File: src/pkg/quad_dac_defs.svh
`ifndef QUAD_DAC_DEFS_SVH
`define QUAD_DAC_DEFS_SVH

// Serial word layout, most significant bit first on the wire
`define WORD_W          16
`define CODE_W          10
`define CHAN_N          4
`define BIT_CNT_W       5
`define WORD_BITS       5'h10
`define FLD_ADDR_HI     15
`define FLD_ADDR_LO     14
`define FLD_CTRL_HI     13
`define FLD_CTRL_LO     12
`define FLD_CODE_HI     11
`define FLD_CODE_LO     2
`define FLD_SUB_HI      1
`define FLD_SUB_LO      0

// Address/control codes
`define OP_NOP          4'h0
`define OP_USER_LOW     4'h2
`define OP_UPDATE_ALL   4'h4
`define OP_USER_HIGH    4'h6
`define OP_LOAD_ALL     4'h8
`define OP_ECHO_FALL    4'hA
`define OP_SLEEP        4'hC
`define OP_ECHO_RISE    4'hE
`define CTL_LOAD_ONE    2'h1
`define CTL_LOAD_UPDATE 2'h3
`define SUB_ZERO        2'h0

// Wishbone register map (byte addresses)
`define ADR_W           8
`define REG_CTRL        8'h00
`define REG_STATUS      8'h04
`define REG_LAST_WORD   8'h08
`define REG_WORD_COUNT  8'h0C
`define REG_CHAN_BASE   8'h10
`define REG_CHAN_LAST   8'h1C

// Field positions and reset values
`define CTRL_ENABLE_BIT 0
`define CTRL_WIPE_BIT   1
`define CTRL_RESET      1'h1
`define ST_SLEEP_BIT    0
`define ST_USER_BIT     1
`define ST_ECHO_BIT     2
`define ST_LOCKOUT_BIT  3
`define ST_SETTLED_BIT  4
`define ST_BAD_WORD_BIT 5
`define ST_REFUSED_BIT  6
`define CHAN_INPUT_LO   16

// Output settling time after leaving shutdown
`define SETTLE_TIME_NS  20000
`define CORE_PERIOD_NS  25
`define SETTLE_CYCLES   ((`SETTLE_TIME_NS + `CORE_PERIOD_NS - 1) / `CORE_PERIOD_NS)
`define SETTLE_CNT_W    10

`endif

File: src/pkg/quad_dac_pkg.sv
package quad_dac_pkg;

  // One serial word as shifted in
  typedef struct packed {
    logic [1:0] channel_address_bits;
    logic [1:0] control_code_bits;
    logic [9:0] code_bits;
    logic [1:0] sub_bits;
  } serial_word_t;

  // Pins from outside the core clock domain
  typedef struct packed {
    logic serial_clk;
    logic select_n;
    logic serial_data;
    logic wipe_all_n;
    logic sleep_lockout_n;
  } pin_bundle_t;

  // High-impedance controls for the analog section
  typedef struct packed {
    logic amp_hiz;
    logic reference_pair_one_hiz;
    logic reference_pair_two_hiz;
  } analog_ctrl_t;

  // Four 10-bit channel codes, channel A in slot 0
  typedef logic [3:0][9:0] code_bank_t;

  typedef enum logic {ECHO_ON_FALL, ECHO_ON_RISE} echo_edge_t;

  typedef enum logic {LINK_IDLE, LINK_SHIFT} link_state_t;

endpackage

File: src/rtl/dac_channel.sv
`timescale 1ns/1ps
`include "quad_dac_defs.svh"

// One channel: input register followed by DAC register
module dac_channel #(
  parameter int CODE_W = `CODE_W
) (
  // Clock and reset
  input  wire logic              core_clk_in,
  input  wire logic              reset_n_in,
  // Load controls
  input  wire logic              wipe_in,
  input  wire logic              load_input_in,
  input  wire logic              update_dac_in,
  input  wire logic [CODE_W-1:0] code_in,
  // Register contents
  output logic      [CODE_W-1:0] input_code_out,
  output logic      [CODE_W-1:0] dac_code_out
);

  // Input register holds data until a DAC update
  always_ff @(posedge core_clk_in or negedge reset_n_in) begin
    if (!reset_n_in) begin
      input_code_out <= '0;
    end else if (wipe_in) begin
      input_code_out <= '0;
    end else if (load_input_in) begin
      input_code_out <= code_in;
    end
  end

  // Same-cycle load and update passes the new code straight through
  always_ff @(posedge core_clk_in or negedge reset_n_in) begin
    if (!reset_n_in) begin
      dac_code_out <= '0;
    end else if (wipe_in) begin
      dac_code_out <= '0;
    end else if (update_dac_in) begin
      dac_code_out <= load_input_in ? code_in : input_code_out;
    end
  end

endmodule

File: src/rtl/quad_dac_serial_control.sv
// The Wishbone interface to the registers and the register offsets are this design's own decisions.
`timescale 1ns/1ps
`include "quad_dac_defs.svh"

// Summary of operation
// - wipe pin clears registers, outputs to zero
// - serial logic works only while select low
// - lockout low makes shutdown command ignored
// - one shared 16-bit in/out shift register
// - each channel has input then DAC register
// - word is address, control, code, sub-bits
// - code 1100 enters shutdown if lockout high
// - lockout must be high to accept shutdown
// - shutdown sets amplifiers and references high-Z
// - link and input registers live during shutdown
// - DAC update or wipe leaves shutdown
// - shift register contents appear on echo pin
// - load input only, or load DAC directly
// - one command copies all inputs to DACs
// - code is unsigned 10-bit, 0 to 1023
// - A,B share reference one; C,D reference two
// - sample on clock rise, commit on select rise
// - address picks channel; 01 load, 11 load+update
// - 0100 update all, 1000 load all, 0000 nothing
// - user output and echo edge commands
module quad_dac_serial_control
  import quad_dac_pkg::*;
#(
  parameter int CODE_W        = `CODE_W,
  parameter int SETTLE_CYCLES = `SETTLE_CYCLES
) (
  // Core clock and reset
  input  wire logic               core_clk_in,
  input  wire logic               reset_n_in,
  // Serial link pins
  input  wire logic               serial_clk_in,
  input  wire logic               select_n_in,
  input  wire logic               serial_data_in,
  output logic                    echo_out,
  // Control pins
  input  wire logic               wipe_all_n_in,
  input  wire logic               sleep_lockout_n_in,
  output logic                    user_output_out,
  // Analog section controls
  output code_bank_t              dac_code_out,
  output analog_ctrl_t            analog_ctrl_out,
  output logic                    outputs_settled_out,
  // Wishbone slave
  input  wire logic               wb_cyc_i,
  input  wire logic               wb_stb_i,
  input  wire logic               wb_we_i,
  input  wire logic [`ADR_W-1:0]  wb_adr_i,
  input  wire logic [3:0]         wb_sel_i,
  input  wire logic [31:0]        wb_dat_i,
  output logic [31:0]             wb_dat_o,
  output logic                    wb_ack_o
);

  pin_bundle_t                pins_in;
  pin_bundle_t                sync1_q;
  pin_bundle_t                sync2_q;
  logic                       sclk_prev_q;
  logic                       sel_prev_q;
  logic                       sclk_rise;
  logic                       sclk_fall;
  logic                       sel_fall;
  logic                       sel_rise;
  logic                       wipe;
  logic                       lockout_high;
  link_state_t                link_state_q;
  logic [`WORD_W-1:0]         shift_q;
  logic [`BIT_CNT_W-1:0]      bit_cnt_q;
  logic                       echo_q;
  echo_edge_t                 echo_mode_q;
  logic                       commit;
  logic                       short_word;
  serial_word_t               word;
  logic [3:0]                 op;
  logic                       subs_ok;
  logic                       load_one;
  logic                       load_all;
  logic                       update_all;
  logic                       sleep_req;
  logic [`CHAN_N-1:0]         load_input;
  logic                       sleep_q;
  logic                       user_q;
  logic                       bad_word_q;
  logic                       refused_q;
  logic [`SETTLE_CNT_W-1:0]   settle_cnt_q;
  logic [`WORD_W-1:0]         last_word_q;
  logic [15:0]                word_count_q;
  logic                       enable_q;
  logic                       soft_wipe_q;
  logic                       wb_req;
  logic                       wb_wr;
  logic                       ack_q;
  logic [31:0]                rd_d;
  logic [31:0]                dat_q;
  code_bank_t                 input_codes;
  code_bank_t                 dac_codes;

  assign pins_in = '{serial_clk:      serial_clk_in,
                     select_n:        select_n_in,
                     serial_data:     serial_data_in,
                     wipe_all_n:      wipe_all_n_in,
                     sleep_lockout_n: sleep_lockout_n_in};

  // Two-stage synchroniser for every pin; only stage two is read
  always_ff @(posedge core_clk_in or negedge reset_n_in) begin
    if (!reset_n_in) begin
      sync1_q <= '{serial_clk: 1'b0, select_n: 1'b1, serial_data: 1'b0,
                   wipe_all_n: 1'b1, sleep_lockout_n: 1'b1};
      sync2_q <= '{serial_clk: 1'b0, select_n: 1'b1, serial_data: 1'b0,
                   wipe_all_n: 1'b1, sleep_lockout_n: 1'b1};
    end else begin
      sync1_q <= pins_in;
      sync2_q <= sync1_q;
    end
  end

  // Edge history of the synchronised serial clock and select
  always_ff @(posedge core_clk_in or negedge reset_n_in) begin
    if (!reset_n_in) begin
      sclk_prev_q <= 1'b0;
      sel_prev_q  <= 1'b1;
    end else begin
      sclk_prev_q <= sync2_q.serial_clk;
      sel_prev_q  <= sync2_q.select_n;
    end
  end

  // Edge events, one core cycle each
  assign sclk_rise    = sync2_q.serial_clk & ~sclk_prev_q;
  assign sclk_fall    = ~sync2_q.serial_clk & sclk_prev_q;
  assign sel_fall     = ~sync2_q.select_n & sel_prev_q;
  assign sel_rise     = sync2_q.select_n & ~sel_prev_q;
  assign wipe         = ~sync2_q.wipe_all_n | soft_wipe_q;
  assign lockout_high = sync2_q.sleep_lockout_n;

  // Frame tracking: select low opens a frame, select high closes it
  always_ff @(posedge core_clk_in or negedge reset_n_in) begin
    if (!reset_n_in) begin
      link_state_q <= LINK_IDLE;
    end else begin
      unique case (link_state_q)
        LINK_IDLE: begin
          if (sel_fall && enable_q) begin
            link_state_q <= LINK_SHIFT;
          end
        end
        LINK_SHIFT: begin
          if (sync2_q.select_n || !enable_q) begin
            link_state_q <= LINK_IDLE;
          end
        end
      endcase
    end
  end

  // Shared shift register, sampled on serial clock rise
  always_ff @(posedge core_clk_in or negedge reset_n_in) begin
    if (!reset_n_in) begin
      shift_q <= '0;
    end else if (wipe) begin
      shift_q <= '0;
    end else if (link_state_q == LINK_SHIFT && sclk_rise) begin
      shift_q <= {shift_q[`WORD_W-2:0], sync2_q.serial_data};
    end
  end

  // Bit count restarts on each select fall and saturates at a full word
  always_ff @(posedge core_clk_in or negedge reset_n_in) begin
    if (!reset_n_in) begin
      bit_cnt_q <= '0;
    end else if (sel_fall) begin
      bit_cnt_q <= '0;
    end else if (link_state_q == LINK_SHIFT && sclk_rise &&
                 bit_cnt_q != `WORD_BITS) begin
      bit_cnt_q <= bit_cnt_q + 1'b1;
    end
  end

  // Echo takes the bit leaving the register, on the chosen clock edge
  always_ff @(posedge core_clk_in or negedge reset_n_in) begin
    if (!reset_n_in) begin
      echo_q <= 1'b0;
    end else if (wipe) begin
      echo_q <= 1'b0;
    end else if (link_state_q == LINK_SHIFT &&
                 ((echo_mode_q == ECHO_ON_RISE && sclk_rise) ||
                  (echo_mode_q == ECHO_ON_FALL && sclk_fall))) begin
      echo_q <= shift_q[`WORD_W-1];
    end
  end

  // Longer frames keep the last sixteen bits, which suits daisy chains
  assign commit     = link_state_q == LINK_SHIFT && sel_rise &&
                      bit_cnt_q == `WORD_BITS;
  assign short_word = link_state_q == LINK_SHIFT && sel_rise &&
                      bit_cnt_q != `WORD_BITS;

  // Command decode of the committed word
  assign word    = serial_word_t'(shift_q);
  assign op      = {word.channel_address_bits, word.control_code_bits};
  assign subs_ok = word.sub_bits == `SUB_ZERO;
  assign load_one = commit && subs_ok &&
                    (word.control_code_bits == `CTL_LOAD_ONE ||
                     word.control_code_bits == `CTL_LOAD_UPDATE);
  assign load_all = commit && subs_ok && op == `OP_LOAD_ALL;
  assign sleep_req = commit && op == `OP_SLEEP;
  assign update_all = load_all ||
                      (commit && subs_ok &&
                       word.control_code_bits == `CTL_LOAD_UPDATE) ||
                      (commit && (op == `OP_UPDATE_ALL ||
                                  op == `OP_ECHO_RISE ||
                                  op == `OP_ECHO_FALL));

  // Per-channel input load strobes; 0000 and others load nothing
  always_comb begin
    for (int i = 0; i < `CHAN_N; i++) begin
      load_input[i] = load_all ||
                      (load_one && word.channel_address_bits == 2'(i));
    end
  end

  // Four identical channels
  for (genvar g = 0; g < `CHAN_N; g++) begin : g_chan
    dac_channel #(
      .CODE_W         (CODE_W)
    ) u_chan (
      .core_clk_in    (core_clk_in),
      .reset_n_in     (reset_n_in),
      .wipe_in        (wipe),
      .load_input_in  (load_input[g]),
      .update_dac_in  (update_all),
      .code_in        (word.code_bits),
      .input_code_out (input_codes[g]),
      .dac_code_out   (dac_codes[g])
    );
  end

  // Shutdown state; lockout low leaves the part powered
  always_ff @(posedge core_clk_in or negedge reset_n_in) begin
    if (!reset_n_in) begin
      sleep_q <= 1'b0;
    end else if (wipe) begin
      sleep_q <= 1'b0;
    end else if (sleep_req && lockout_high) begin
      sleep_q <= 1'b1;
    end else if (update_all) begin
      sleep_q <= 1'b0;
    end
  end

  // User output and echo edge selection
  always_ff @(posedge core_clk_in or negedge reset_n_in) begin
    if (!reset_n_in) begin
      user_q      <= 1'b0;
      echo_mode_q <= ECHO_ON_FALL;
    end else if (wipe) begin
      user_q      <= 1'b0;
      echo_mode_q <= ECHO_ON_FALL;
    end else if (commit) begin
      if (op == `OP_USER_LOW) begin
        user_q <= 1'b0;
      end else if (op == `OP_USER_HIGH) begin
        user_q <= 1'b1;
      end
      if (op == `OP_ECHO_RISE) begin
        echo_mode_q <= ECHO_ON_RISE;
      end else if (op == `OP_ECHO_FALL) begin
        echo_mode_q <= ECHO_ON_FALL;
      end
    end
  end

  // Settling timer after reset or wake; reported, never enforced
  always_ff @(posedge core_clk_in or negedge reset_n_in) begin
    if (!reset_n_in) begin
      settle_cnt_q <= `SETTLE_CNT_W'(SETTLE_CYCLES);
    end else if (sleep_q && (update_all || wipe)) begin
      settle_cnt_q <= `SETTLE_CNT_W'(SETTLE_CYCLES);
    end else if (settle_cnt_q != '0) begin
      settle_cnt_q <= settle_cnt_q - 1'b1;
    end
  end

  // Sticky error flags; a new event beats a clear in the same cycle
  always_ff @(posedge core_clk_in or negedge reset_n_in) begin
    if (!reset_n_in) begin
      bad_word_q <= 1'b0;
      refused_q  <= 1'b0;
    end else begin
      if (short_word) begin
        bad_word_q <= 1'b1;
      end else if (wb_wr && wb_adr_i == `REG_STATUS && wb_sel_i[0] &&
                   wb_dat_i[`ST_BAD_WORD_BIT]) begin
        bad_word_q <= 1'b0;
      end
      if (sleep_req && !lockout_high) begin
        refused_q <= 1'b1;
      end else if (wb_wr && wb_adr_i == `REG_STATUS && wb_sel_i[0] &&
                   wb_dat_i[`ST_REFUSED_BIT]) begin
        refused_q <= 1'b0;
      end
    end
  end

  // Record of accepted words for software
  always_ff @(posedge core_clk_in or negedge reset_n_in) begin
    if (!reset_n_in) begin
      last_word_q  <= '0;
      word_count_q <= '0;
    end else if (commit) begin
      last_word_q  <= shift_q;
      word_count_q <= word_count_q + 1'b1;
    end
  end

  // Control register; the wipe bit is a self-clearing pulse
  always_ff @(posedge core_clk_in or negedge reset_n_in) begin
    if (!reset_n_in) begin
      enable_q    <= `CTRL_RESET;
      soft_wipe_q <= 1'b0;
    end else begin
      soft_wipe_q <= 1'b0;
      if (wb_wr && wb_adr_i == `REG_CTRL && wb_sel_i[0]) begin
        enable_q    <= wb_dat_i[`CTRL_ENABLE_BIT];
        soft_wipe_q <= wb_dat_i[`CTRL_WIPE_BIT];
      end
    end
  end

  // Bus handshake: ack one cycle after the request, write at the ack edge
  assign wb_req = wb_cyc_i & wb_stb_i & ~ack_q;
  assign wb_wr  = wb_cyc_i & wb_stb_i & wb_we_i & ack_q;

  always_ff @(posedge core_clk_in or negedge reset_n_in) begin
    if (!reset_n_in) begin
      ack_q <= 1'b0;
    end else begin
      ack_q <= wb_req;
    end
  end

  // Read mux; unmapped addresses read as zero and still acknowledge
  always_comb begin
    rd_d = '0;
    if (wb_adr_i >= `REG_CHAN_BASE && wb_adr_i <= `REG_CHAN_LAST &&
        wb_adr_i[1:0] == 2'h0) begin
      rd_d[`CHAN_INPUT_LO +: `CODE_W] = input_codes[wb_adr_i[3:2]];
      rd_d[`CODE_W-1:0]               = dac_codes[wb_adr_i[3:2]];
    end else begin
      unique case (wb_adr_i)
        `REG_CTRL: begin
          rd_d[`CTRL_ENABLE_BIT] = enable_q;
        end
        `REG_STATUS: begin
          rd_d[`ST_SLEEP_BIT]    = sleep_q;
          rd_d[`ST_USER_BIT]     = user_q;
          rd_d[`ST_ECHO_BIT]     = echo_mode_q == ECHO_ON_RISE;
          rd_d[`ST_LOCKOUT_BIT]  = lockout_high;
          rd_d[`ST_SETTLED_BIT]  = settle_cnt_q == '0;
          rd_d[`ST_BAD_WORD_BIT] = bad_word_q;
          rd_d[`ST_REFUSED_BIT]  = refused_q;
        end
        `REG_LAST_WORD: begin
          rd_d[`WORD_W-1:0] = last_word_q;
        end
        `REG_WORD_COUNT: begin
          rd_d[15:0] = word_count_q;
        end
        default: begin
          rd_d = '0;
        end
      endcase
    end
  end

  // Read data captured with the request and held through the ack
  always_ff @(posedge core_clk_in or negedge reset_n_in) begin
    if (!reset_n_in) begin
      dat_q <= '0;
    end else if (wb_req) begin
      dat_q <= rd_d;
    end
  end

  // Outputs: codes drive the ladders; pair one feeds A and B
  assign dac_code_out        = dac_codes;
  assign analog_ctrl_out     = '{amp_hiz:                sleep_q,
                                 reference_pair_one_hiz: sleep_q,
                                 reference_pair_two_hiz: sleep_q};
  assign outputs_settled_out = settle_cnt_q == '0;
  assign user_output_out     = user_q;
  assign echo_out            = echo_q;
  assign wb_dat_o            = dat_q;
  assign wb_ack_o            = ack_q;

endmodule

File: config.mk
export PLATFORM = sky130hd
export DESIGN_NAME = quad_dac_serial_control
export DESIGN_NICKNAME = d
export VERILOG_FILES = /design/src/pkg/quad_dac_pkg.sv /design/src/rtl/dac_channel.sv /design/src/rtl/quad_dac_serial_control.sv
export VERILOG_INCLUDE_DIRS = /design/src /design/src/pkg
export SDC_FILE = /design/constraint.sdc
export NUM_CORES = 1
export LEC_CHECK = 0
export ABC_AREA = 1
export BUFFER_PORTS_ARGS = -buffer_cell sky130_fd_sc_hd__buf_2
export CAP_MARGIN = 20
export CORE_AREA = 2 2 144 146
export CTS_CLUSTER_DIAMETER = 150
export DETAILED_ROUTE_END_ITERATION = 7
export DIE_AREA = 0 0 146 148
export MAX_ROUTING_LAYER = met4
export PLACE_DENSITY_LB_ADDON = 0.25
export SETUP_SLACK_MARGIN = 0.02
export SLEW_MARGIN = 20
export SYNTH_ARGS = -nofsm -noshare
export SYNTH_HDL_FRONTEND = slang
export SYNTH_SLANG_ARGS = --single-unit
export TNS_END_PERCENT = 100
File: constraint.sdc
create_clock -name core_clk_in -period 3.4 [get_ports core_clk_in]
set_clock_uncertainty 0.1 [all_clocks]
set_input_delay 0.34 -clock core_clk_in [delete_from_list [all_inputs] [get_ports core_clk_in]]
set_output_delay 0.34 -clock core_clk_in [all_outputs]
set_load 0.05 [all_outputs]
======== Word-level counts from Yosys, hierarchy flattened ========
Index checks and enable logic that the tools add are counted.
W data, S select, Z words.
word-level totals
  register bits ........................... 191
  logic and storage cells ................. 192
  output and inout port bits .............. 79
cells by class
  bitwise gates (word level) .............. 17
  add/sub/neg operators ................... 3
  reduce and logical (&&, ||, !) cells .... 63
  order comparisons ....................... 3
  mux-type cells .......................... 53
  equality and inequality tests ........... 17
operators by type and width
  operator                 number
  $mux W10                 22
  $bmux W10 S2             2
  $mux W16                 2
  $logic_and A1 B1 Y1      30
  $mux W1                  20
  $pmux W6 S3              1
  $pmux W9 S2              1
  $add A16 B1 Y16 const B  1
  $eq A4 B4 Y1 const B     4
  $eq A8 B4 Y1 const B     2
  $reduce_bool A2 Y1       8
  $logic_or A1 B1 Y1       12
  $logic_not A10 Y1        1
  $mux W5                  2
  $reduce_bool A10 Y1      1
  $sub A10 B1 Y10 const B  1
  $reduce_bool A3 Y1       3
  $and A1 B1 Y1            8
  $eq A4 B3 Y1 const B     2
  $eq A8 B3 Y1 const B     1
  $ge A8 B5 Y1 const B     1
  $le A8 B5 Y1 const B     1
  $logic_not A8 Y1         1
  $not A1 Y1               8
  14 further kinds         21

======== Logic depth before layout (Yosys ltp) ========
Gate-level depths: netlist (run 1).
  depth in word-level cells ............... 11
  gate-level depth with buffers ........... 13
  mapped depth without buffers ............ 13

======== Hierarchy ========
A second synthesis (run 1) with hierarchy kept.
unflattened totals
  cells, all modules ...................... 1136
  area total of the unflattened synthesis .. 9117.5 µm²
by module, submodules not included
  module                   cells each  seq. area each (µm²)  instances  area each (µm²)
  quad_dac_serial_control  752         2791.4                1          5804.3
  dac_channel              96          500.5                 4          828.3

======== Worst setup path after synthesis (run 1) ========
No wires, ideal clock.
  kind .................................... reg2reg
  start ................................... reg settle_cnt_q[0]
  end ..................................... reg settle_cnt_q[4]
  period minus slack after synthesis ...... 2.300 ns
  cell stages (with the launch flop) ...... 10
  slack ................................... 1.100 ns
  buffers on the path ..................... 0
  arrival ................................. 2.122 ns
  path through ............................ dfrtp_1 -> inv_1 -> ha_1 -> inv_1 -> nor2_1 -> nand2_1 -> nor2_1 -> nor2_1 -> xor2_1 -> a21oi_1
on the way
  cells in the longest elaborated chain, start to end .. 3
  elaborated cells on any way between the ends .. 5
  classes of those cells .................. add/sub (1); mux (2); reduce/logical (2)
ends and longest elaborated chain
  element                 line                            source
  from (decl)             quad_dac_serial_control.sv:89   logic [`SETTLE_CNT_W-1:0] settle_cnt_q;
  from (signal assigned)  quad_dac_serial_control.sv:280  settle_cnt_q <= `SETTLE_CNT_W'(SETTLE_CYCLES);
  from (signal assigned)  quad_dac_serial_control.sv:282  settle_cnt_q <= `SETTLE_CNT_W'(SETTLE_CYCLES);
  from (signal assigned)  quad_dac_serial_control.sv:284  settle_cnt_q <= settle_cnt_q - 1'b1;
  $sub A10 B1 Y10         quad_dac_serial_control.sv:284
  $mux W10                quad_dac_serial_control.sv:283  end else if (settle_cnt_q != '0) begin
  $mux W10                quad_dac_serial_control.sv:281  end else if (sleep_q && (update_all || wipe)) begin
Parallel ways exist; a longest one is shown, timed or not. The select of a mux whose other input is x is not followed.
A chain may end at the register's enable or synchronous reset.

======== Worst setup path in the final report (run 1) ========
  start ................................... reg bit_cnt_q[0]
  end ..................................... reg g_chan[0].u_chan.dac_code_out[8]
on the way
  cells in the longest elaborated chain, start to end .. 9
  elaborated cells on any way between the ends .. 15
  classes of those cells .................. eq/ne (1); mux (3); reduce/logical (11)
ends and longest elaborated chain
  element                                   line                                                                                            source
  from (decl)                               quad_dac_serial_control.sv:72                                                                   logic [`BIT_CNT_W-1:0] bit_cnt_q;
  from (signal assigned)                    quad_dac_serial_control.sv:179                                                                  bit_cnt_q <= bit_cnt_q + 1'b1;
  $eq A5 B5 Y1 (no source line) (*)         n/a
  $logic_and A1 B1 Y1 (no source line) (*)  n/a
  $logic_and A1 B1 Y1                       quad_dac_serial_control.sv:206, quad_dac_serial_control.sv:209, quad_dac_serial_control.sv:212
  $logic_and A1 B1 Y1                       quad_dac_serial_control.sv:206                                                                  assign load_one = commit && subs_ok &&
  $logic_and A1 B1 Y1                       quad_dac_serial_control.sv:222                                                                  (load_one && word.channel_address_bits == 2'(i));
  $logic_or A1 B1 Y1                        quad_dac_serial_control.sv:221                                                                  load_input[i] = load_all ||
  $mux W10                                  n/a
  $mux W10                                  dac_channel.sv:38                                                                               end else if (update_dac_in) begin
  $mux W10                                  dac_channel.sv:36                                                                               end else if (wipe_in) begin
  to (signal assigned)                      dac_channel.sv:39                                                                               dac_code_out <= load_input_in ? code_in : input_code_out;
  to (decl)                                 dac_channel.sv:18                                                                               output logic [CODE_W-1:0] dac_code_out
Every way passes the cells marked *; elsewhere a longest branch is shown, timed or not. The select of a mux whose other input is x is not followed.

==> metrics.txt, run 1 <==
# TYPE chip_impl_metric gauge
chip_impl_info{name="run_status",value="finished, final reports clean"} 1
chip_impl_metric{name="viasPerCell",unit=""} 5.52
chip_impl_metric{name="fin_cells",unit=""} 1449
chip_impl_metric{name="grt-ovfl-total",unit=""} 0
chip_impl_info{name="post_synth_main_area_contributors",value="sky130_fd_sc_hd__dfrtp_1, sky130_fd_sc_hd__nand2_1, sky130_fd_sc_hd__nand4_1"} 1
chip_impl_metric{name="cts-buffers-inserted",unit=""} 17
chip_impl_info{name="min-delay-path-class",value="in -> reg"} 1
chip_impl_metric{name="drc_errors",unit=""} 0
chip_impl_metric{name="post-route-period-util",unit="%"} 80.8
chip_impl_metric{name="dpl.cell_count",unit=""} 1410
chip_impl_info{name="tritoncts_clock_tree",value="built"} 1
chip_impl_metric{name="worstPathRequired",unit="ns"} 3.62
chip_impl_metric{name="fmax",unit="GHz"} 0.364
chip_impl_metric{name="power_per_cell_area",unit="mW/mm^2"} 444
chip_impl_metric{name="area_grow_syn2layout",unit="%"} 14.2
chip_impl_metric{name="synthesis.area_per_instance",unit="um^2"} 8.50
chip_impl_metric{name="synth.yosys.seq_area_share",unit="%"} 52.0
chip_impl_metric{name="tightest_slew",unit="ns"} 0.787
chip_impl_info{name="layout.cells.most_common_list",value="sky130_fd_sc_hd__nand2_1, sky130_fd_sc_hd__dfrtp_1, sky130_fd_sc_hd__inv_1, sky130_fd_sc_hd__nand4_1, sky130_fd_sc_hd__buf_2"} 1
chip_impl_metric{name="pin_count_of_the_biggest_net_entering_global_routing",unit=""} 94
chip_impl_metric{name="wl_per_cell",unit="um"} 18.0
chip_impl_metric{name="floorplan.io_pins",unit=""} 133
chip_impl_metric{name="vdd_drop_max",unit="uV"} 399
chip_impl_metric{name="die_x",unit="um"} 146
chip_impl_metric{name="arrival",unit="ns"} 2.97
chip_impl_info{name="synth_ff_type",value="sky130_fd_sc_hd__dfrtp_1"} 1
chip_impl_metric{name="yosys_warnings",unit=""} 0
chip_impl_metric{name="grt_pass1_wl",unit="um"} 41200
chip_impl_metric{name="grt.total_usage",unit="%"} 25.2
chip_impl_metric{name="coreArea",unit="mm^2"} 0.0200
chip_impl_metric{name="clock_tree.htree_level_count",unit=""} 4
chip_impl_metric{name="port_buffers",unit=""} 95
chip_impl_metric{name="cts-root-to-sink-buffers",unit=""} 2
chip_impl_metric{name="drv_cap",unit=""} 0
chip_impl_metric{name="setup-tns-final",unit="ns"} 0
chip_impl_info{name="clock_tree.root_cell",value="sky130_fd_sc_hd__clkbuf_16"} 1
chip_impl_metric{name="diodes",unit=""} 0
chip_impl_metric{name="drt_wl_total",unit="um"} 26100
chip_impl_metric{name="dieArea",unit="mm^2"} 0.0216
chip_impl_metric{name="relSlewSlack",unit="%"} 47.6
chip_impl_metric{name="insertion_delay_to_the_later_sink_of_the_worst_skew_pair",unit="ns"} 0.44
chip_impl_metric{name="detailroute.via_count",unit=""} 7999
chip_impl_metric{name="multi_input_comb_area",unit="mm^2"} 0.00361
chip_impl_metric{name="initial_core_util",unit="%"} 46.0
chip_impl_metric{name="timing_max_transition_violations_final",unit=""} 0
chip_impl_metric{name="postCtsResizedCells",unit=""} 0
chip_impl_metric{name="post_route_cells_drive_above_1_share",unit="%"} 15.1
chip_impl_metric{name="post_synth_inst_count",unit=""} 1084
chip_impl_metric{name="std_cell_rows",unit=""} 52
chip_impl_metric{name="fp.dieH",unit="um"} 148
chip_impl_info{name="synth.largest_area_cell",value="sky130_fd_sc_hd__dfrtp_1"} 1
chip_impl_metric{name="clock_sink_count",unit=""} 191
chip_impl_metric{name="min_period",unit="ns"} 2.75
chip_impl_metric{name="final-seq-area",unit="mm^2"} 0.00479
chip_impl_metric{name="grt_pass1_vias",unit=""} 7249
chip_impl_metric{name="weighted_congestion_reported_at_the_end_of_routability_driven_placement",unit=""} 0.868
chip_impl_metric{name="report.final.hold_viol_count",unit=""} 0
chip_impl_metric{name="clk_transition_reported_paths",unit="ns"} 0.07
chip_impl_info{name="unrepaired_setup_endpoints_after_global_routing",value="no"} 1
chip_impl_metric{name="netlist-cell-type-count",unit=""} 43
chip_impl_metric{name="initialDrtViolationCount",unit=""} 860
chip_impl_info{name="crit_type",value="reg -> reg"} 1
chip_impl_metric{name="path_max_fanout",unit=""} 30
chip_impl_info{name="worst_setup_path_end_kind",value="flip-flop"} 1
chip_impl_metric{name="postSynth.asyncResetShare",unit="%"} 100
chip_impl_metric{name="setup_viol_count_final",unit=""} 0
chip_impl_metric{name="detailedPlacementHpwl",unit="um"} 17900
chip_impl_info{name="layout_commonest_cell",value="sky130_fd_sc_hd__nand2_1"} 1
chip_impl_metric{name="fillers",unit=""} 1892
chip_impl_info{name="critical_path.startpoint_type",value="flip-flop"} 1
chip_impl_metric{name="synth-edff-count",unit=""} 0
chip_impl_metric{name="num-nets-final",unit=""} 1225
chip_impl_metric{name="cellLeakagePower",unit="nW"} 5.52
chip_impl_metric{name="first_pass_iters",unit=""} 5
chip_impl_metric{name="synth_seq_cells",unit=""} 191
chip_impl_metric{name="postRouteAntennaNets",unit=""} 0
chip_impl_metric{name="synth.cell_area",unit="mm^2"} 0.00922
chip_impl_metric{name="synth_top_area_share",unit="%"} 48.9
chip_impl_metric{name="initial_antenna_violation_count",unit=""} 0
-- critical path: stages (launching register included) --
cell                      delay, ns
sky130_fd_sc_hd__dfrtp_1       0.39
sky130_fd_sc_hd__inv_1         0.10
sky130_fd_sc_hd__ha_1          0.15
sky130_fd_sc_hd__nand2_1       0.07
sky130_fd_sc_hd__inv_1         0.07
sky130_fd_sc_hd__nand2_2       0.08
sky130_fd_sc_hd__nor2_8        0.26
sky130_fd_sc_hd__nand3_2       0.39
sky130_fd_sc_hd__and2_1        0.48
sky130_fd_sc_hd__buf_4         0.33
sky130_fd_sc_hd__nand4_1       0.12
sky130_fd_sc_hd__nand2_1       0.07
-- synth_stat cells (2+ instances only) --
library cell,count
sky130_fd_sc_hd__nand4_1,100
sky130_fd_sc_hd__or2_2,2
sky130_fd_sc_hd__and2_1,2
sky130_fd_sc_hd__nor2_1,53
sky130_fd_sc_hd__nand4_2,2
sky130_fd_sc_hd__o22ai_1,10
sky130_fd_sc_hd__o21ai_0,68
sky130_fd_sc_hd__a21oi_1,31
sky130_fd_sc_hd__inv_2,3
sky130_fd_sc_hd__buf_2,7
sky130_fd_sc_hd__xnor2_1,2
sky130_fd_sc_hd__nand3_1,73
sky130_fd_sc_hd__buf_4,11
sky130_fd_sc_hd__buf_6,13
sky130_fd_sc_hd__buf_1,5
sky130_fd_sc_hd__o31ai_1,2
sky130_fd_sc_hd__nor3_1,10
sky130_fd_sc_hd__nor2_2,3
sky130_fd_sc_hd__ha_1,5
sky130_fd_sc_hd__and3_1,40
sky130_fd_sc_hd__o2111ai_1,6
sky130_fd_sc_hd__nand2_2,5
sky130_fd_sc_hd__clkbuf_1,28
sky130_fd_sc_hd__dfstp_2,11
sky130_fd_sc_hd__a211oi_1,2
sky130_fd_sc_hd__clkinv_1,2
sky130_fd_sc_hd__xor2_1,17
sky130_fd_sc_hd__inv_1,118
sky130_fd_sc_hd__dfrtp_1,180
sky130_fd_sc_hd__nand2_1,260
-- routing by layer --
layer  up-vias  GRT usage [%]  share of wire (%)
met2       311           37.6                 45
met5         -              -                  0
li1       3768              -                  -
met3        34           3.06                6.1
met4         0           6.31                1.6
met1      3886           37.0                 47
-- sequential cells by signal, summed over array words and instances, names as in the netlist, 4 cells and up --
register	flops
sync1_q	5
g_chan.u_chan.input_code_out	40
last_word_q	16
bit_cnt_q	5
word_count_q	16
settle_cnt_q	10
wb_dat_o	26
sync2_q	4
shift_q	16
g_chan.u_chan.dac_code_out	40
-- path summary, 6_finish.rpt --
check                             start                          endpoint  slack, ns  cells past startpoint
min in group asynchronous    reset_n_in                      wb_dat_o[14]       0.43                      2
setup reg to reg           bit_cnt_q[0]  g_chan[0].u_chan.dac_code_out[8]       0.65                     11
hold reg to reg              sync1_q[2]                        sync2_q[2]       0.25                      0
setup / recovery           bit_cnt_q[0]  g_chan[0].u_chan.dac_code_out[8]       0.65                     11
max in group asynchronous    reset_n_in                        shift_q[5]       2.01                      3
hold / removal              wb_dat_i[1]                       soft_wipe_q       0.02                      2
-- cells by family after synthesis --
logic type,count (synthesis),share of synthesized area (%)
AO/OA/AOI/OAI,125,7.57
XOR/XNOR,19,1.81
adder cells (fa/ha/maj),5,0.679
buffers and inverters,187,9.22
flip-flops,191,52.0
other,1,0.0407
AND/OR/NAND/NOR,556,28.7
-- through the flow --
stage / total power [mW] / setup WS [ns] / utilization (%) / area (um^2) / hold slack (ns)
2_1_floorplan: 2.52 / 1.10 / - / 9240 / -0.0556
3_3_place_gp: 2.65 / 0.752 / 49.2 / 9860 / 0.235
3_5_place_dp: 2.65 / 0.689 / 49.2 / 9860 / 0.235
4_1_cts: 4.69 / 0.668 / 52.5 / 10500 / 0.0120
5_1_grt: 4.82 / 0.458 / 52.5 / 10500 / 0.0529
6_report: 4.68 / 0.651 / 52.5 / 10500 / 0.0207
-- area by class of cell --
cell class | count | area share (%)
sequential | 191 | 45.5
timing repair buffer | 122 | 6.93
clock inverter | 12 | 1.56
clock buffer | 20 | 4.15
multi-input combinational | 711 | 34.2
tap | 270 | 3.21
inverter | 123 | 4.39
-- what timing repair did --
item                                   4_1_cts  5_1_grt
hold buffers                                 7        0
endpoints found under the hold margin       86        0
buffers inserted                             0        0
setup endpoints to repair                    0        0
-- power breakdown --
group	internal (mW)	switching [mW]	leakage (nW)
combinational	0.0635	0.234	2.64
sequential	2.30	0.0169	2.59
clock	1.17	0.894	0.289
No activity file was read; power rests on OpenSTA's default activity.
==> inputs of run 2 (changes only) <==
Clock period 3.4 ns to 2.45 ns, I/O delays scaled along.
==> metrics.txt, run 2 (synthesis results as in run 1) <==
# TYPE chip_impl_metric gauge
chip_impl_info{name="run_status",value="finished, final reports clean"} 1
chip_impl_metric{name="first_pass_iters",unit=""} 7
chip_impl_info{name="worst_setup_path_end_kind",value="output pin"} 1
chip_impl_metric{name="postRouteAntennaNets",unit=""} 0
chip_impl_metric{name="area_grow_syn2layout",unit="%"} 15.8
chip_impl_metric{name="insertion_delay_to_the_later_sink_of_the_worst_skew_pair",unit="ns"} 0.44
chip_impl_metric{name="detailroute.via_count",unit=""} 8007
chip_impl_metric{name="pin_count_of_the_biggest_net_entering_global_routing",unit=""} 76
chip_impl_metric{name="power_per_cell_area",unit="mW/mm^2"} 604
chip_impl_info{name="crit_path_cell_trace",value="inv_1 > ha_1 > inv_1 > nor2_1 > nand2_1 > nor2_2 > clkbuf_4"} 1
chip_impl_metric{name="worst_path_largest_cell_delay",unit="ns"} 0.44
chip_impl_info{name="tritoncts_clock_tree",value="built"} 1
chip_impl_info{name="slowest_library_cell_on_the_worst_path",value="sky130_fd_sc_hd__dfrtp_1"} 1
chip_impl_metric{name="min_period",unit="ns"} 2.20
chip_impl_metric{name="report.final.hold_viol_count",unit=""} 0
chip_impl_metric{name="initial_core_util",unit="%"} 46.0
chip_impl_metric{name="fin_ws",unit="ns"} 0.251
chip_impl_metric{name="floorplan.io_pins",unit=""} 133
chip_impl_metric{name="switching_share",unit="%"} 26.4
chip_impl_metric{name="setup_viol_count_final",unit=""} 0
chip_impl_info{name="crit_type",value="reg -> out"} 1
chip_impl_metric{name="power_frac_clock",unit="%"} 43.6
chip_impl_metric{name="initial_antenna_violation_count",unit=""} 1
chip_impl_metric{name="viasPerCell",unit=""} 5.49
chip_impl_metric{name="setup-tns-final",unit="ns"} 0
chip_impl_metric{name="clock_sink_count",unit=""} 191
chip_impl_metric{name="fmax",unit="GHz"} 0.455
chip_impl_metric{name="grt-ovfl-total",unit=""} 0
chip_impl_metric{name="diodes",unit=""} 0
chip_impl_metric{name="drv_cap",unit=""} 0
chip_impl_metric{name="fp.dieH",unit="um"} 148
chip_impl_metric{name="detailedPlacementHpwl",unit="um"} 18000
chip_impl_metric{name="finalCoreUtilization",unit="%"} 53.3
chip_impl_metric{name="tightest_slew",unit="ns"} 0.590
chip_impl_metric{name="dpl.cell_count",unit=""} 1418
chip_impl_metric{name="grt_pass1_wl",unit="um"} 41200
chip_impl_metric{name="comb_power_share",unit="%"} 6.5
chip_impl_metric{name="vdd_drop_max",unit="uV"} 483
chip_impl_metric{name="grt.total_usage",unit="%"} 25.4
chip_impl_metric{name="cellLeakagePower",unit="nW"} 5.59
chip_impl_metric{name="num-nets-final",unit=""} 1235
chip_impl_metric{name="fin_hold_ws",unit="ns"} 0.0398
chip_impl_metric{name="path_max_fanout",unit=""} 5
chip_impl_metric{name="coreArea",unit="mm^2"} 0.0200
chip_impl_metric{name="p_sw",unit="mW"} 1.70
chip_impl_metric{name="worstPathRequired",unit="ns"} 2.11
chip_impl_metric{name="arrival",unit="ns"} 1.85
chip_impl_metric{name="post_route_cells_drive_above_1_share",unit="%"} 16.1
chip_impl_metric{name="final_design_area_no_fill",unit="mm^2"} 0.0107
chip_impl_metric{name="drt_wl_total",unit="um"} 26100
chip_impl_metric{name="port_buffers",unit=""} 95
chip_impl_metric{name="intPower",unit="mW"} 4.74
chip_impl_metric{name="clk_transition_reported_paths",unit="ns"} 0.07
chip_impl_metric{name="std_cell_rows",unit=""} 52
chip_impl_metric{name="dieArea",unit="mm^2"} 0.0216
chip_impl_metric{name="die_x",unit="um"} 146
chip_impl_info{name="clock_tree.root_cell",value="sky130_fd_sc_hd__clkbuf_16"} 1
chip_impl_metric{name="cts-root-to-sink-buffers",unit=""} 2
chip_impl_metric{name="initialDrtViolationCount",unit=""} 637
chip_impl_info{name="layout.cells.most_common_list",value="sky130_fd_sc_hd__nand2_1, sky130_fd_sc_hd__dfrtp_1, sky130_fd_sc_hd__inv_1, sky130_fd_sc_hd__nand4_1, sky130_fd_sc_hd__buf_2"} 1
chip_impl_metric{name="post-route-period-util",unit="%"} 89.7
chip_impl_info{name="min-delay-path-class",value="in -> reg"} 1
chip_impl_metric{name="wl_per_cell",unit="um"} 17.9
chip_impl_metric{name="power.total",unit="mW"} 6.45
chip_impl_metric{name="grt_pass1_vias",unit=""} 7455
chip_impl_metric{name="clock_tree.htree_level_count",unit=""} 4
chip_impl_metric{name="relSlewSlack",unit="%"} 60.5
chip_impl_metric{name="weighted_congestion_reported_at_the_end_of_routability_driven_placement",unit=""} 0.873
chip_impl_info{name="layout_commonest_cell",value="sky130_fd_sc_hd__nand2_1"} 1
chip_impl_metric{name="timing_max_transition_violations_final",unit=""} 0
chip_impl_metric{name="fin_cells",unit=""} 1459
chip_impl_metric{name="sequentialPowerShare",unit="%"} 49.9
chip_impl_info{name="cp_common_cell",value="sky130_fd_sc_hd__inv_1"} 1
chip_impl_info{name="critical_path.startpoint_type",value="flip-flop"} 1
chip_impl_metric{name="cts-buffers-inserted",unit=""} 17
chip_impl_metric{name="preCtsSetupSlack",unit="ns"} 0.193
chip_impl_metric{name="placed_area",unit="mm^2"} 0.00997
chip_impl_info{name="unrepaired_setup_endpoints_after_global_routing",value="yes"} 1
chip_impl_metric{name="drc_errors",unit=""} 0
-- run 2: changes by cell type in the layout (fill, tap and decap cells not counted), moves of 2 or more --
cell | before | now
sky130_fd_sc_hd__dlygate4sd3_1 | 7 | 9
sky130_fd_sc_hd__clkbuf_1 | 3 | 0
sky130_fd_sc_hd__bufinv_16 | 3 | 1
sky130_fd_sc_hd__nor2_2 | 3 | 5
sky130_fd_sc_hd__nor2_1 | 52 | 50
sky130_fd_sc_hd__clkinv_8 | 0 | 2
sky130_fd_sc_hd__buf_12 | 2 | 6
sky130_fd_sc_hd__inv_6 | 1 | 5
sky130_fd_sc_hd__inv_8 | 0 | 3
sky130_fd_sc_hd__clkinv_4 | 6 | 2
sky130_fd_sc_hd__buf_4 | 18 | 22
-- run 2: final timing paths --
kind                            startpoint                                to  slack [ns]  depth (start not counted)
setup / recovery           settle_cnt_q[0]               outputs_settled_out        0.25                          7
hold / removal                 wb_dat_i[5]                        bad_word_q        0.04                          4
setup reg to reg              bit_cnt_q[0]  g_chan[1].u_chan.dac_code_out[9]        0.26                         11
hold reg to reg                 sync1_q[4]                        sync2_q[4]        0.25                          0
max in group asynchronous       reset_n_in                        sync2_q[1]        1.21                          3
min in group asynchronous       reset_n_in                      wb_dat_o[14]        0.24                          2
-- run 2: area by class of cell --
type	count	area, um^2
fillers	1920	9370
flip-flops and latches	191	4790
multi-input cells	711	3620
repair buffers	132	862
inverters	123	462
clock buffers	17	425
well taps	270	338
clock inverters	15	170
-- run 2: routing by layer --
| metal | global-route usage (%) | up-vias | wire [um] |
|---|---|---|---|
| met5 | - | - | 0 |
| met4 | 8.74 | 0 | 677 |
| met3 | 4.23 | 52 | 1900 |
| met2 | 36.1 | 330 | 11400 |
| met1 | 36.9 | 3825 | 12100 |
| li1 | - | 3800 | - |
-- run 2: power by group through the flow --
stage | Combinational, mW | Clock, mW | Sequential (mW)
floorplan | 0.160 | 0 | 3.34
global placement | 0.407 | 0 | 3.27
detailed placement | 0.409 | 0 | 3.27
CTS | 0.421 | 2.85 | 3.21
global route | 0.456 | 2.97 | 3.22
finish | 0.419 | 2.81 | 3.21
-- run 2: repair_timing --
item                                    CTS  global route
hold endpoints to repair                 58             0
gates resized for setup                   0             5
hold buffers                              9             0
buffers inserted                          0             0
endpoints found under the setup margin    0            67
-- run 2: worst max-delay path, delay by kind of cell (launching register included) --
kind,cells,cell delay (ns)
flip-flops,1,0.44
adder cells (fa/ha/maj),1,0.14
AND/OR/NAND/NOR,3,0.40
buffers and inverters,3,0.43
==> inputs of run 3 (changes only) <==
Settings changed: CORE_AREA 2 2 144 146 to 2 2 137 139, DIE_AREA 0 0 146 148 to 0 0 139 141.
==> metrics.txt, run 3 (synthesis results as in run 1) <==
# TYPE chip_impl_metric gauge
chip_impl_info{name="run_status",value="finished, final reports clean"} 1
chip_impl_info{name="min-delay-path-class",value="in -> reg"} 1
chip_impl_metric{name="floorplan.io_pins",unit=""} 133
chip_impl_metric{name="fp.dieH",unit="um"} 141
chip_impl_metric{name="port_buffers",unit=""} 95
chip_impl_metric{name="first_pass_iters",unit=""} 5
chip_impl_metric{name="postRouteAntennaNets",unit=""} 0
chip_impl_metric{name="cts-root-to-sink-buffers",unit=""} 2
chip_impl_metric{name="worst_path_largest_cell_delay",unit="ns"} 0.40
chip_impl_metric{name="tightest_slew",unit="ns"} 0.597
chip_impl_info{name="layout.cells.most_common_list",value="sky130_fd_sc_hd__nand2_1, sky130_fd_sc_hd__dfrtp_1, sky130_fd_sc_hd__inv_1, sky130_fd_sc_hd__nand4_1, sky130_fd_sc_hd__buf_2"} 1
chip_impl_metric{name="post_route_cells_drive_above_1_share",unit="%"} 16.1
chip_impl_info{name="clock_tree.root_cell",value="sky130_fd_sc_hd__clkbuf_16"} 1
chip_impl_metric{name="report.final.hold_viol_count",unit=""} 0
chip_impl_metric{name="min_period",unit="ns"} 2.23
chip_impl_metric{name="die_x",unit="um"} 139
chip_impl_metric{name="detailroute.via_count",unit=""} 8101
chip_impl_metric{name="fmax",unit="GHz"} 0.449
chip_impl_metric{name="coreArea",unit="mm^2"} 0.0183
chip_impl_metric{name="weighted_congestion_reported_at_the_end_of_routability_driven_placement",unit=""} 0.872
chip_impl_metric{name="grt.total_usage",unit="%"} 28.1
chip_impl_metric{name="pin_count_of_the_biggest_net_entering_global_routing",unit=""} 76
chip_impl_metric{name="viasPerCell",unit=""} 5.68
chip_impl_info{name="layout_commonest_cell",value="sky130_fd_sc_hd__nand2_1"} 1
chip_impl_metric{name="num-nets-final",unit=""} 1237
chip_impl_metric{name="hold-path-cell-count",unit=""} 4
chip_impl_metric{name="post-route-period-util",unit="%"} 90.9
chip_impl_metric{name="dieArea",unit="mm^2"} 0.0196
chip_impl_metric{name="timing_max_transition_violations_final",unit=""} 0
chip_impl_metric{name="path_max_fanout",unit=""} 40
chip_impl_metric{name="clock_sink_count",unit=""} 191
chip_impl_metric{name="wl_met3",unit="um"} 2260
chip_impl_metric{name="dr_wl_met2",unit="um"} 11700
chip_impl_metric{name="power_per_cell_area",unit="mW/mm^2"} 618
chip_impl_metric{name="r2r.worst_path.cells",unit=""} 11
chip_impl_metric{name="grt-ovfl-total",unit=""} 0
chip_impl_info{name="unrepaired_setup_endpoints_after_global_routing",value="yes"} 1
chip_impl_metric{name="drv_cap",unit=""} 0
chip_impl_metric{name="diodes",unit=""} 0
chip_impl_metric{name="detailedPlacementHpwl",unit="um"} 17900
chip_impl_metric{name="initialDrtViolationCount",unit=""} 954
chip_impl_metric{name="initial_antenna_violation_count",unit=""} 0
chip_impl_metric{name="cts-buffers-inserted",unit=""} 17
chip_impl_metric{name="drc_errors",unit=""} 0
chip_impl_metric{name="std_cell_rows",unit=""} 50
chip_impl_metric{name="insertion_delay_to_the_later_sink_of_the_worst_skew_pair",unit="ns"} 0.44
chip_impl_metric{name="arrival",unit="ns"} 2.44
chip_impl_metric{name="vdd_drop_max",unit="uV"} 497
chip_impl_metric{name="setup-tns-final",unit="ns"} 0
chip_impl_metric{name="initial_core_util",unit="%"} 50.5
chip_impl_metric{name="wirelength_met1",unit="um"} 11700
chip_impl_metric{name="area_grow_syn2layout",unit="%"} 15.7
chip_impl_metric{name="clk_transition_reported_paths",unit="ns"} 0.07
chip_impl_metric{name="finalCoreUtilization",unit="%"} 58.4
chip_impl_metric{name="wl_per_cell",unit="um"} 18.4
chip_impl_info{name="crit_type",value="reg -> reg"} 1
chip_impl_metric{name="setup_viol_count_final",unit=""} 0
chip_impl_info{name="tritoncts_clock_tree",value="built"} 1
chip_impl_info{name="crit_path_cell_trace",value="inv_1 > ha_1 > nand2_1 > inv_1 > nand2_2 > nor2_8 > nand3_4 > and2_1 > buf_4 > nand4_1 > nand2_1"} 1
chip_impl_info{name="worst_setup_path_end_kind",value="flip-flop"} 1
chip_impl_info{name="slowest_library_cell_on_the_worst_path",value="sky130_fd_sc_hd__dfrtp_1"} 1
chip_impl_info{name="topRoutingLayerUsed",value="met4"} 1
chip_impl_metric{name="cellLeakagePower",unit="nW"} 5.61
chip_impl_metric{name="drt_wl_total",unit="um"} 26200
chip_impl_metric{name="post-cts-setup-buffers",unit=""} 0
chip_impl_info{name="critical_path.startpoint_type",value="flip-flop"} 1
chip_impl_metric{name="clock_tree.htree_level_count",unit=""} 4
chip_impl_metric{name="worstPathRequired",unit="ns"} 2.66
chip_impl_metric{name="relSlewSlack",unit="%"} 60.2
chip_impl_metric{name="grt_pass1_vias",unit=""} 7619
chip_impl_metric{name="grt_pass1_wl",unit="um"} 41700
-- run 3: cell types whose count changed in the layout (fill, tap and decap cells not counted), sizes merged --
cell and delta:
inv -6, buf +3, bufinv +3, clkinvlp +2, clkbuf +1, dlygate4sd3 -1
-- run 3: routing by layer --
layer / up-vias / track usage [%]
met5: - / -
met4: 0 / 8.45
met3: 44 / 7.03
met2: 325 / 41.5
met1: 3935 / 38.6
li1: 3797 / -
-- run 3: area by class of cell --
cell class / count / area [um^2]
Sequential cell: 191 / 4790
Timing Repair Buffer: 134 / 875
Tap cell: 234 / 293
Inverter: 123 / 462
Fill cell: 1603 / 7610
Multi-Input combinational cell: 711 / 3620
Clock inverter: 14 / 189
Clock buffer: 18 / 429
-- run 3: worst paths after layout --
kind	slack, ns	end	from
max	0.22	g_chan[3].u_chan.dac_code_out[4]	bit_cnt_q[0]
min reg2reg	0.26	sync2_q[1]	sync1_q[1]
min	0.02	refused_q	wb_dat_i[6]
max in group asynchronous	1.30	g_chan[1].u_chan.dac_code_out[5]	reset_n_in
min in group asynchronous	0.27	bit_cnt_q[4]	reset_n_in
max reg2reg	0.22	g_chan[3].u_chan.dac_code_out[4]	bit_cnt_q[0]
-- run 3: stage by stage --
step	instance area [um^2]	total power [mW]	hold WS [ns]	instances	setup slack, ns
floorplan	9240	3.50	-0.151	1089	0.150
global placement	9950	3.69	0.197	1385	0.114
detailed placement	9950	3.69	0.201	1385	0.0858
CTS	10600	6.60	0.0154	1425	0.0637
global route	10700	6.77	0.0331	1425	0.00898
finish	10700	6.58	0.0186	1425	0.222
-- run 3: power by group --
part           switching [mW]  internal (mW)  total, mW
sequential             0.0208           3.19       3.21
clock                    1.23           1.71       2.94
combinational           0.327          0.101      0.428
-- run 3: critical path, delay by kind of cell (launching register included) --
family | cells | cell delay, ns
fa+ha+maj | 1 | 0.15
simple gates | 7 | 1.00
buf+inv | 3 | 0.43
flops | 1 | 0.40
-- run 3: timing repair --
action                                  in CTS  in global routing
pin swaps                                    0                  1
gates resized for setup                      1                  3
hold endpoints to repair                    60                  0
endpoints found under the setup margin       1                 59
hold buffers                                 8                  0
